<file path="src/common/apd_pkg.sv">
`default_nettype none

package pdu_pkg;

	// ------------------------------------------------------------------
	// Idle counter
	// ------------------------------------------------------------------
	localparam int         IDLE_W     = 4;
	localparam logic [3:0] IDLE_LIMIT = 4'hF;
	localparam logic [3:0] IDLE_RESET = 4'h0;

	// ------------------------------------------------------------------
	// Power mode registers: bit positions and values after power-up
	// ------------------------------------------------------------------
	localparam logic       PM_SEL_FIRST   = 1'b0;
	localparam logic       PM_SEL_THIRD   = 1'b1;
	localparam int         PM0_EN_BIT     = 1;
	localparam int         PM0_TURBO_BIT  = 3;
	localparam int         PM0_ARRCLK_BIT = 4;
	localparam int         PM0_MCLK_BIT   = 5;
	localparam int         PM2_CNTL0_BIT  = 2;
	localparam int         PM2_STROBE_BIT = 5;
	localparam int         PM2_DBE_BIT    = 6;
	localparam logic [7:0] PM0_USED       = 8'h3A;
	localparam logic [7:0] PM2_USED       = 8'h7C;
	localparam logic [7:0] PM_RESET       = 8'h00;

	// ------------------------------------------------------------------
	// Carriers
	// ------------------------------------------------------------------
	typedef struct packed {
		logic [7:0] ad;
		logic [2:0] cntl;
		logic       strobe;
		logic       dbe;
		logic       clk;
		logic       sel_n;
		logic       rst;
	} pdu_pin_s;

	typedef struct packed {
		logic [7:0] ad;
		logic [2:0] cntl;
		logic       strobe;
		logic       dbe;
		logic       clk_array;
		logic       clk_mcell;
	} pdu_la_s;

	typedef struct packed {
		logic [7:0] ad;
		logic       flash_sel;
		logic       sram_sel;
		logic       io_sel;
	} pdu_mem_s;

	localparam pdu_pin_s PIN_RESET = '0;
	localparam pdu_la_s  LA_RESET  = '0;
	localparam pdu_mem_s MEM_RESET = '0;

endpackage

`default_nettype wire

</file>
<file path="src/logic/apd_unit.sv">
`timescale 1ns/100ps
`default_nettype none

// Function
// With power-down enabled, idle counter starts counting when strobe activity stops.
// Fifteen idle external clock periods raise the power-down flag.
// The enable bit alone enables power-down entry.
// Strobe pulse, chip-select going low or reset high leave power-down.
// Power-down blocks address/data from memories and both logic arrays.
// Power-down deselects all memories.
// Logic arrays keep working in power-down; speed set only by fast-mode bit.
// Toggling unblocked logic-array inputs keep arrays awake, memories stay standby.
// Memories sleep when inputs static, wake for one update on a change.
// Chip-select high disables flash, SRAM and the I/O register page.
// Chip-select blocks no signals and leaves logic arrays enabled.
// Runtime-written blocking bits stop their signal reaching the logic arrays.
// Fast-mode bit resets to fast on; setting it turns fast mode off.
// External clock feeds macrocell flip-flops and the idle counter.
// Bit 1 of first power mode register enables automatic power-down.
// Power mode registers clear at power-up only, not on reset pulses.
// Blocking the external clock from arrays leaves the idle counter running.
// Each strobe edge clears the counter and the flag; the code clears them on rising strobe edges only.
// Disabled unit keeps counter cleared and flag low.
module pdu_unit
	import pdu_pkg::*;
(
	// Clock and power-up reset
	input  wire logic         clk_i,
	input  wire logic         rstn_i,
	// Device pins
	input  wire pdu_pin_s     pins_i,
	// Memory select requests from the decode array
	input  wire logic         flash_req_i,
	input  wire logic         sram_req_i,
	input  wire logic         io_req_i,
	// Power mode register write port
	input  wire logic         pm_wr_i,
	input  wire logic         pm_sel_i,
	input  wire logic [7:0]   pm_wdata_i,
	// Power mode register contents
	output logic [7:0]        pm_first_o,
	output logic [7:0]        pm_third_o,
	// Logic array and memory side
	output pdu_la_s           la_o,
	output pdu_mem_s          mem_o,
	output logic              mem_standby_o,
	output logic              la_standby_o,
	output logic              fast_mode_o,
	// Power-down state
	output logic              powerdown_flag_o,
	output logic [IDLE_W-1:0] idle_count_o
);

	// ------------------------------------------------------------------
	// Pin synchronisers
	// ------------------------------------------------------------------
	pdu_pin_s sync1;
	pdu_pin_s sync2;
	pdu_pin_s sync3;
	pdu_pin_s next_sync1;
	pdu_pin_s next_sync2;
	pdu_pin_s next_sync3;

	always_comb begin
		next_sync1 = pins_i;
		next_sync2 = sync1;
		next_sync3 = sync2;
	end

	always_ff @(posedge clk_i or negedge rstn_i) begin
		if (!rstn_i) begin
			sync1 <= PIN_RESET;
			sync2 <= PIN_RESET;
			sync3 <= PIN_RESET;
		end else begin
			sync1 <= next_sync1;
			sync2 <= next_sync2;
			sync3 <= next_sync3;
		end
	end

	// ------------------------------------------------------------------
	// Pin events
	// ------------------------------------------------------------------
	logic strobe_edge;
	logic clk_tick;
	logic sel_fall;
	logic rst_high;
	logic wake;

	assign strobe_edge = sync2.strobe & ~sync3.strobe;
	assign clk_tick    = sync2.clk & ~sync3.clk;
	assign sel_fall    = ~sync2.sel_n & sync3.sel_n;
	assign rst_high    = sync2.rst;
	assign wake        = strobe_edge | sel_fall | rst_high;

	// ------------------------------------------------------------------
	// Power mode registers
	// ------------------------------------------------------------------
	logic [7:0] next_pm_first;
	logic [7:0] next_pm_third;
	logic       auto_en;

	always_comb begin
		next_pm_first = pm_first_o;
		next_pm_third = pm_third_o;
		if (pm_wr_i && pm_sel_i == PM_SEL_FIRST) begin
			next_pm_first = pm_wdata_i & PM0_USED;
		end
		if (pm_wr_i && pm_sel_i == PM_SEL_THIRD) begin
			next_pm_third = pm_wdata_i & PM2_USED;
		end
	end

	// Only the power-up reset clears these; the reset pin does not
	always_ff @(posedge clk_i or negedge rstn_i) begin
		if (!rstn_i) begin
			pm_first_o <= PM_RESET;
			pm_third_o <= PM_RESET;
		end else begin
			pm_first_o <= next_pm_first;
			pm_third_o <= next_pm_third;
		end
	end

	assign auto_en     = pm_first_o[PM0_EN_BIT];
	assign fast_mode_o = ~pm_first_o[PM0_TURBO_BIT];

	// ------------------------------------------------------------------
	// Idle counter
	// ------------------------------------------------------------------
	logic cnt_clr;

	assign cnt_clr = ~auto_en | wake;

	// Tick is the raw pin clock, ahead of any array clock blocking
	pdu_idle_counter #(
		.W     (IDLE_W),
		.LIMIT (IDLE_LIMIT)
	) pdu_idle_counter_i (
		.clk_i   (clk_i),
		.rstn_i  (rstn_i),
		.clr_i   (cnt_clr),
		.tick_i  (clk_tick),
		.count_o (idle_count_o),
		.full_o  (powerdown_flag_o)
	);

	// ------------------------------------------------------------------
	// Logic array and memory paths
	// ------------------------------------------------------------------
	pdu_la_s  next_la;
	pdu_mem_s next_mem;
	logic     sel_ok;
	logic     next_mem_standby;
	logic     next_la_standby;

	// Chip-select only gates the memories, never the arrays
	assign sel_ok = ~powerdown_flag_o & ~sync2.sel_n;

	always_comb begin
		next_la = la_o;
		next_mem = mem_o;
		if (!powerdown_flag_o) begin
			next_la.ad = sync2.ad;
			next_mem.ad = sync2.ad;
		end
		for (int i = 0; i < 3; i++) begin
			if (!pm_third_o[PM2_CNTL0_BIT + i]) begin
				next_la.cntl[i] = sync2.cntl[i];
			end
		end
		if (!pm_third_o[PM2_STROBE_BIT]) begin
			next_la.strobe = sync2.strobe;
		end
		if (!pm_third_o[PM2_DBE_BIT]) begin
			next_la.dbe = sync2.dbe;
		end
		if (!pm_first_o[PM0_ARRCLK_BIT]) begin
			next_la.clk_array = sync2.clk;
		end
		if (!pm_first_o[PM0_MCLK_BIT]) begin
			next_la.clk_mcell = sync2.clk;
		end
		next_mem.flash_sel = flash_req_i & sel_ok;
		next_mem.sram_sel = sram_req_i & sel_ok;
		next_mem.io_sel = io_req_i & sel_ok;
		// Memories sleep unless they are selected and their view of the bus changes
		next_mem_standby = (next_mem == mem_o) | ~sel_ok;
		// Arrays sleep only with fast mode off and no input moving
		next_la_standby = pm_first_o[PM0_TURBO_BIT] & (next_la == la_o);
	end

	always_ff @(posedge clk_i or negedge rstn_i) begin
		if (!rstn_i) begin
			la_o          <= LA_RESET;
			mem_o         <= MEM_RESET;
			mem_standby_o <= 1'b1;
			la_standby_o  <= 1'b0;
		end else begin
			la_o          <= next_la;
			mem_o         <= next_mem;
			mem_standby_o <= next_mem_standby;
			la_standby_o  <= next_la_standby;
		end
	end
endmodule

`default_nettype wire

</file>
<file path="src/logic/apd_idle_counter.sv">
`timescale 1ns/100ps
`default_nettype none

module pdu_idle_counter
	import pdu_pkg::*;
#(
	parameter int         W     = IDLE_W,
	parameter logic [3:0] LIMIT = IDLE_LIMIT
) (
	// Clock and power-up reset
	input  wire logic         clk_i,
	input  wire logic         rstn_i,
	// Control
	input  wire logic         clr_i,
	input  wire logic         tick_i,
	// State
	output logic [W-1:0]      count_o,
	output logic              full_o
);

	// ------------------------------------------------------------------
	// Parameter check
	// ------------------------------------------------------------------
	if (W != 4 || LIMIT == 4'h0) begin : g_bad
		$error("pdu_idle_counter: unsupported width or limit");
	end

	// ------------------------------------------------------------------
	// Counter
	// ------------------------------------------------------------------
	logic [W-1:0] next_count;
	logic         next_full;

	always_comb begin
		next_count = count_o;
		if (clr_i) begin
			next_count = IDLE_RESET;
		end else if (tick_i && !full_o) begin
			next_count = count_o + 4'h1;
		end
		next_full = (next_count == LIMIT);
	end

	always_ff @(posedge clk_i or negedge rstn_i) begin
		if (!rstn_i) begin
			count_o <= IDLE_RESET;
			full_o  <= 1'b0;
		end else begin
			count_o <= next_count;
			full_o  <= next_full;
		end
	end
endmodule

`default_nettype wire

</file>
<file path="config.mk">
export PLATFORM = sky130hd
export DESIGN_NAME = pdu_unit
export DESIGN_NICKNAME = d
export VERILOG_FILES = /design/src/common/apd_pkg.sv /design/src/logic/apd_unit.sv /design/src/logic/apd_idle_counter.sv
export SDC_FILE = /design/constraint.sdc
export NUM_CORES = 1
export LEC_CHECK = 0
export BUFFER_PORTS_ARGS = -buffer_cell sky130_fd_sc_hd__buf_2
export CAP_MARGIN = 20
export CORE_MARGIN = 1.5
export CORE_UTILIZATION = 46
export CTS_CLUSTER_DIAMETER = 30
export CTS_CLUSTER_SIZE = 16
export DETAILED_ROUTE_END_ITERATION = 7
export PLACE_DENSITY_LB_ADDON = 0.2
export SKIP_CTS_REPAIR_TIMING = 1
export SLEW_MARGIN = 10
export SYNTH_ARGS = -nofsm -noshare
export SYNTH_HDL_FRONTEND = slang
export SYNTH_SLANG_ARGS = --single-unit
</file>
<file path="constraint.sdc">
create_clock -name clk_i -period 1.55 [get_ports clk_i]
set_input_delay 0.0775 -clock clk_i [delete_from_list [all_inputs] [get_ports clk_i]]
set_output_delay 0.0775 -clock clk_i [all_outputs]
set_load 0.05 [all_outputs]
</file>
==> results of run 1 <==
==> power breakdown <==
part	internal (mW)	switching, mW
clock network	0.897	0.711
registers	2.15	0.122
logic	0.279	0.590
total	3.33	1.42
==> worst reg2reg max path, stage by stage, from the launching register on <==
cell and delay, ns:
dfrtp_2 0.41, or3b_4 0.39, or2_2 0.29, a21oi_2 0.15, and4_1 0.19
==> worst min-delay path by stage <==
stage / startpoint / endpoint / slack (ns) / depth (start not counted)
after floorplan: rstn_i / la_o[0] / -0.22 / 0
after global placement: rstn_i / pdu_idle_counter_i.count_o[3] / 0.03 / 1
after detailed placement: rstn_i / pdu_idle_counter_i.count_o[3] / 0.03 / 1
after CTS: rstn_i / mem_o[7] / -0.35 / 1
after global routing: pm_sel_i / pm_first_o[3] / 0.13 / 3
final: pm_sel_i / pm_first_o[3] / 0.10 / 3
==> metal layers <==
metal | vias up | global-route usage | routed length (um)
met5 | - | 0 | 0
met4 | 0 | 0.110 | 130
met3 | 9 | 0.0416 | 264
met2 | 59 | 0.246 | 2490
met1 | 922 | 0.231 | 2430
li1 | 937 | - | -
==> cells in the mapped netlist, drive strengths merged (2+ instances only) <==
| master | n |
|---|---|
| nand2 | 41 |
| o22ai | 4 |
| inv | 5 |
| and2 | 2 |
| o21ai | 4 |
| xor2 | 8 |
| nand2b | 5 |
| mux2 | 15 |
| clkbuf | 2 |
| nand4 | 2 |
| buf | 7 |
| nor3 | 2 |
| dfrtp | 76 |
| nor2 | 4 |
| xnor2 | 12 |
| a21oi | 5 |
==> cell type report <==
cell class | count | area, sq um
multi-input cells | 129 | 840
clock buffers | 9 | 124
inverters | 6 | 22.5
flip-flops and latches | 77 | 1930
clock inverters | 7 | 90.1
fillers | 479 | 2130
repair buffers | 104 | 683
well taps | 75 | 93.8
==> registers in the layout, summed over array words and instances (netlist names) <==
register and cells:
la_o 15, la_standby_o 1, mem_o 11, mem_standby_o 1, next_sync2 16, next_sync3 15, pdu_idle_counter_i.count_o 4, pdu_idle_counter_i.full_o 1
pm_first_o 4, pm_third_o 5, rst_high 1, sync3 3
==> logic make-up (layout without fill, tap and decap cells) <==
logic type      count (synthesis)  after routing
fa+ha+maj                       1              1
simple gates                   67             67
mux                            16             16
xor+xnor                       20             20
other cells                     1              7
flops                          77             77
compound gates                 18             18
buf+inv                        15            126
==> stage by stage <==
step / hold slack (ns) / cells
after floorplan: -0.218 / 221
after global placement: 0.0300 / 365
after detailed placement: 0.0312 / 365
after CTS: -0.346 / 381
after global routing: 0.133 / 407
final: 0.103 / 407
==> results.sh, run 1 <==
export IMPL_finalWeightedCongestion=0.780
export IMPL_required_ns=1.82
export IMPL_wl_per_cell_um=13.0
export IMPL_n_antenna_cell=0
export IMPL_syn_to_final_growth_pct=34.3
export IMPL_core_sq_um=5920
export IMPL_path_delay_family="simple AND/OR/NAND/NOR gates"
export IMPL_skew_ns=0.00653
export IMPL_synth_top_family_by_area="simple AND/OR/NAND/NOR gates"
export IMPL_antenna_found_initial=0
export IMPL_run_status="completed"
export IMPL_rrSetupSlack_ns=0.05
export IMPL_fin_crit_sh=0.966
export IMPL_netlist_instances=215
export IMPL_leakagePower_nw=1.80
export IMPL_layout_commonest_cell="dfrtp_1"
export IMPL_ys_seq_area_frac=0.684
export IMPL_synth_seq_cells=77
export IMPL_grt_pass1_vias=1703
export IMPL_ys_top_cells_by_area="dfrtp_1 67%, nand2_1 5.5%, xnor2_1 3.7%, mux2_1 3.2%, mux2_2 2.8%"
export IMPL_cp_slowest_stage_delay_ns=0.41
export IMPL_grt_pass1_wl_mm=8.11
export IMPL_startpoint_type="flip-flop"
export IMPL_wirelength_mm=5.31
export IMPL_slew_viol_final=0
export IMPL_place_area_sq_um=3300
export IMPL_rsz0062_at_grt="yes"
export IMPL_critPathCaptureType="flip-flop"
export IMPL_htree_levels=3
export IMPL_cts_root_buf="clkbuf_8"
export IMPL_place_ws_ns=0.0468
export IMPL_clkSinkCount=77
export IMPL_final_cell_mix="72 x dfrtp_1, 70 x buf_2, 41 x nand2_1"
export IMPL_via_count=1927
export IMPL_drtAntennaViolNets=0
export IMPL_avgSynthCellArea_sq_um=13.1
export IMPL_drc=0
export IMPL_drive_above_1_share=0.337
export IMPL_synthSimpleGateAreaFrac=0.114
export IMPL_vias_per_cell=4.73
export IMPL_synth_xor_xnor_area_share=0.0621
export IMPL_synth_cell_types=41
export IMPL_final_area_sq_um=3790
export IMPL_yosysWarningCount=0
export IMPL_start_util=0.476
export IMPL_grt_usage=0.171
export IMPL_hp_class="input pin to flip-flop"
export IMPL_setup_ws_ns=0.0535
export IMPL_die_w_um=81.3
export IMPL_worst_setup_path_type="flip-flop to flip-flop"
export IMPL_cp_max_fo=4
export IMPL_io_buffers=71
export IMPL_p_per_area_nw_per_um2=1250
export IMPL_tns_ns=0
export IMPL_ios=81
export IMPL_worstReg2RegEnd="pdu_idle_counter_i.full_o"
export IMPL_drv_cap=0
export IMPL_dieArea_sq_um=6610
export IMPL_cts_reportedPaths_clkPinSlew_ns=0.07
export IMPL_syn_area_sq_um=2820
export IMPL_r2r_start="pdu_idle_counter_i.full_o"
export IMPL_synth_top_cell_area_share=0.675
export IMPL_grt_max_degree=37
export IMPL_setup_viol=0
export IMPL_peakVddDrop_mv=0.721
export IMPL_worst_path_buf_inv=0
export IMPL_crit_path_top_delay_cell="dfrtp_2"
export IMPL_ys_async_sr_fraction=1.00
export IMPL_nets=359
export IMPL_synthAdderAreaFrac=0.00444
export IMPL_first_pass_iters=4
export IMPL_crit_chain="or3b_4 -> or2_2 -> a21oi_2 -> and4_1"
export IMPL_post_route_util=0.639
export IMPL_clockBufferDepth=2
export IMPL_ys_flop_type="dfrtp_1"
export IMPL_synth_compound_area_frac=0.0417
export IMPL_hpwl_mm=3.73
export IMPL_arrival_ns=1.77
export IMPL_num_rows=28
export IMPL_min_period_ns=1.50
export IMPL_crit_path_start="pdu_idle_counter_i.full_o"
export IMPL_yosys_area_top_type="dfrtp_1"
export IMPL_gr_total_overflow=0
export IMPL_synth_edf_count=0
export IMPL_synthMuxAreaShare=0.0635
export IMPL_ff2ff_path_depth=4
export IMPL_fin_total_pwr_mw=4.75
export IMPL_cts_tree="yes"
export IMPL_cts_buffers=9
export IMPL_hold_viol=0
export IMPL_drtIter0Drc=83
export IMPL_endpoint="pdu_idle_counter_i.full_o"
export IMPL_fmax_mhz=668
export IMPL_critical_path_cell_count=4
export IMPL_clkLatencyLatePin_ns=0.34
export IMPL_die_h_um=81.3
No activity file was read; power rests on OpenSTA's default activity.
==> inputs of run 2 (changes only) <==
CORE_ASPECT_RATIO = 0.5   (was default)
==> results.sh, run 2 (synthesized netlist as in run 1, its figures left out) <==
export IMPL_run_status="complete, but fails checks"
export IMPL_violations="hold timing, setup timing"
export IMPL_setup_ws_ns=-0.0105
export IMPL_core_sq_um=5680
export IMPL_wirelength_mm=5.63
export IMPL_hpwl_mm=3.79
export IMPL_slew_headroom=0.624
export IMPL_vias_per_cell=4.83
export IMPL_place_ws_ns=0.0123
export IMPL_layout_cells_non_filler=401
export IMPL_num_rows=19
export IMPL_worst_setup_path_type="flip-flop to flip-flop"
export IMPL_cts_reportedPaths_clkPinSlew_ns=0.06
export IMPL_clockBufferDepth=2
export IMPL_cts_tree="yes"
export IMPL_startpoint_type="flip-flop"
export IMPL_min_period_ns=1.56
export IMPL_wirelength_met1_mm=2.54
export IMPL_route_top_layer_used="met4"
export IMPL_syn_to_final_growth_pct=38.2
export IMPL_gr_total_overflow=0
export IMPL_start_util=0.496
export IMPL_die_w_um=114
export IMPL_dieArea_sq_um=6640
export IMPL_peakVddDrop_mv=1.09
export IMPL_layout_commonest_cell="dfrtp_1"
export IMPL_drtAntennaViolNets=0
export IMPL_fin_crit_sh=1.01
export IMPL_r2r_start="sync3[2]"
export IMPL_die_h_um=58.4
export IMPL_drtIter0Drc=30
export IMPL_fin_total_pwr_mw=5.53
export IMPL_finalWeightedCongestion=0.760
export IMPL_min_from="flash_req_i"
export IMPL_wl_per_cell_um=14.0
export IMPL_via_count=1935
export IMPL_rsz0062_at_grt="yes"
export IMPL_clkSinkCount=77
export IMPL_critPathCaptureType="flip-flop"
export IMPL_arrival_ns=1.82
export IMPL_cts_buffers=9
export IMPL_cp_max_fo=5
export IMPL_drv_cap=0
export IMPL_first_pass_iters=4
export IMPL_leakagePower_nw=1.85
export IMPL_wl_met2_mm=2.64
export IMPL_grt_pass1_vias=1825
export IMPL_io_buffers=71
export IMPL_final_cell_mix="72 x dfrtp_1, 70 x buf_2, 41 x nand2_1"
export IMPL_fin_hold_ws_ns=-0.0142
export IMPL_slew_viol_final=0
export IMPL_worstMarginPinSlew_ns=0.563
export IMPL_hp_class="input pin to flip-flop"
export IMPL_route_met3_wl_um=333
export IMPL_nets=355
export IMPL_drc=0
export IMPL_drive_above_1_share=0.345
export IMPL_n_fill_cell=405
export IMPL_setup_viol=1
export IMPL_cts_root_buf="clkbuf_16"
export IMPL_crit_path_start="sync3[2]"
export IMPL_ios=81
export IMPL_skew_ns=0.00284
export IMPL_required_ns=1.81
export IMPL_n_antenna_cell=0
export IMPL_clkLatencyLatePin_ns=0.33
export IMPL_fmax_mhz=641
export IMPL_p_per_area_nw_per_um2=1420
export IMPL_post_route_util=0.686
export IMPL_grt_usage=0.184
export IMPL_largest_reg_flops=16
export IMPL_post_place_cells=362
export IMPL_htree_levels=3
export IMPL_grt_max_degree=45
export IMPL_grt_pass1_wl_mm=8.83
export IMPL_antenna_found_initial=0
export IMPL_hold_viol=4
-- run 2: report_power, final --
part	switching, mW	total, mW	internal [mW]
logic	0.592	0.867	0.274
clock network	0.774	2.39	1.61
registers	0.122	2.28	2.16
total	1.49	5.53	4.04
-- run 2: metal layers --
layer	global-route usage	vias up
met5	0	-
met4	0.0857	0
met3	0.0721	12
met2	0.284	63
met1	0.235	933
li1	-	927
-- run 2: area by class of cell --
class,count,area (sq um),share of cell area
inverters,6,22.5,0.00578
clock inverters,6,110,0.0283
well taps,73,91.3,0.0235
repair buffers,100,646,0.166
clock buffers,10,239,0.0614
flip-flops and latches,77,1930,0.496
multi-input cells,129,853,0.219
-- run 2: through the flow --
| stage | setup TNS [ns] | cell area [sq um] |
|---|---|---|
| finish | -0.0105 | 3890 |
| global route | -0.0380 | 3890 |
| CTS | -0.00358 | 3640 |
| detailed placement | 0 | 3290 |
| global placement | 0 | 3290 |
| floorplan | -0.0753 | 2850 |
-- run 2: final timing paths --
path	cells past startpoint	slack, ns	to
worst max-delay path	4	-0.01	pdu_idle_counter_i.full_o
worst min-delay path	2	-0.01	mem_o[2]
worst max register to register	4	-0.01	pdu_idle_counter_i.full_o
worst min register to register	0	0.35	rst_high
max in group asynchronous	3	0.72	la_o[11]
min in group asynchronous	2	0.29	next_sync2[6]
-- run 2: worst max-delay path, stage by stage, from the launching register on --
cell and delay [ns]:
dfrtp_1 0.39, or3b_4 0.43, or3_4 0.34, a21oi_2 0.14, and4_1 0.20
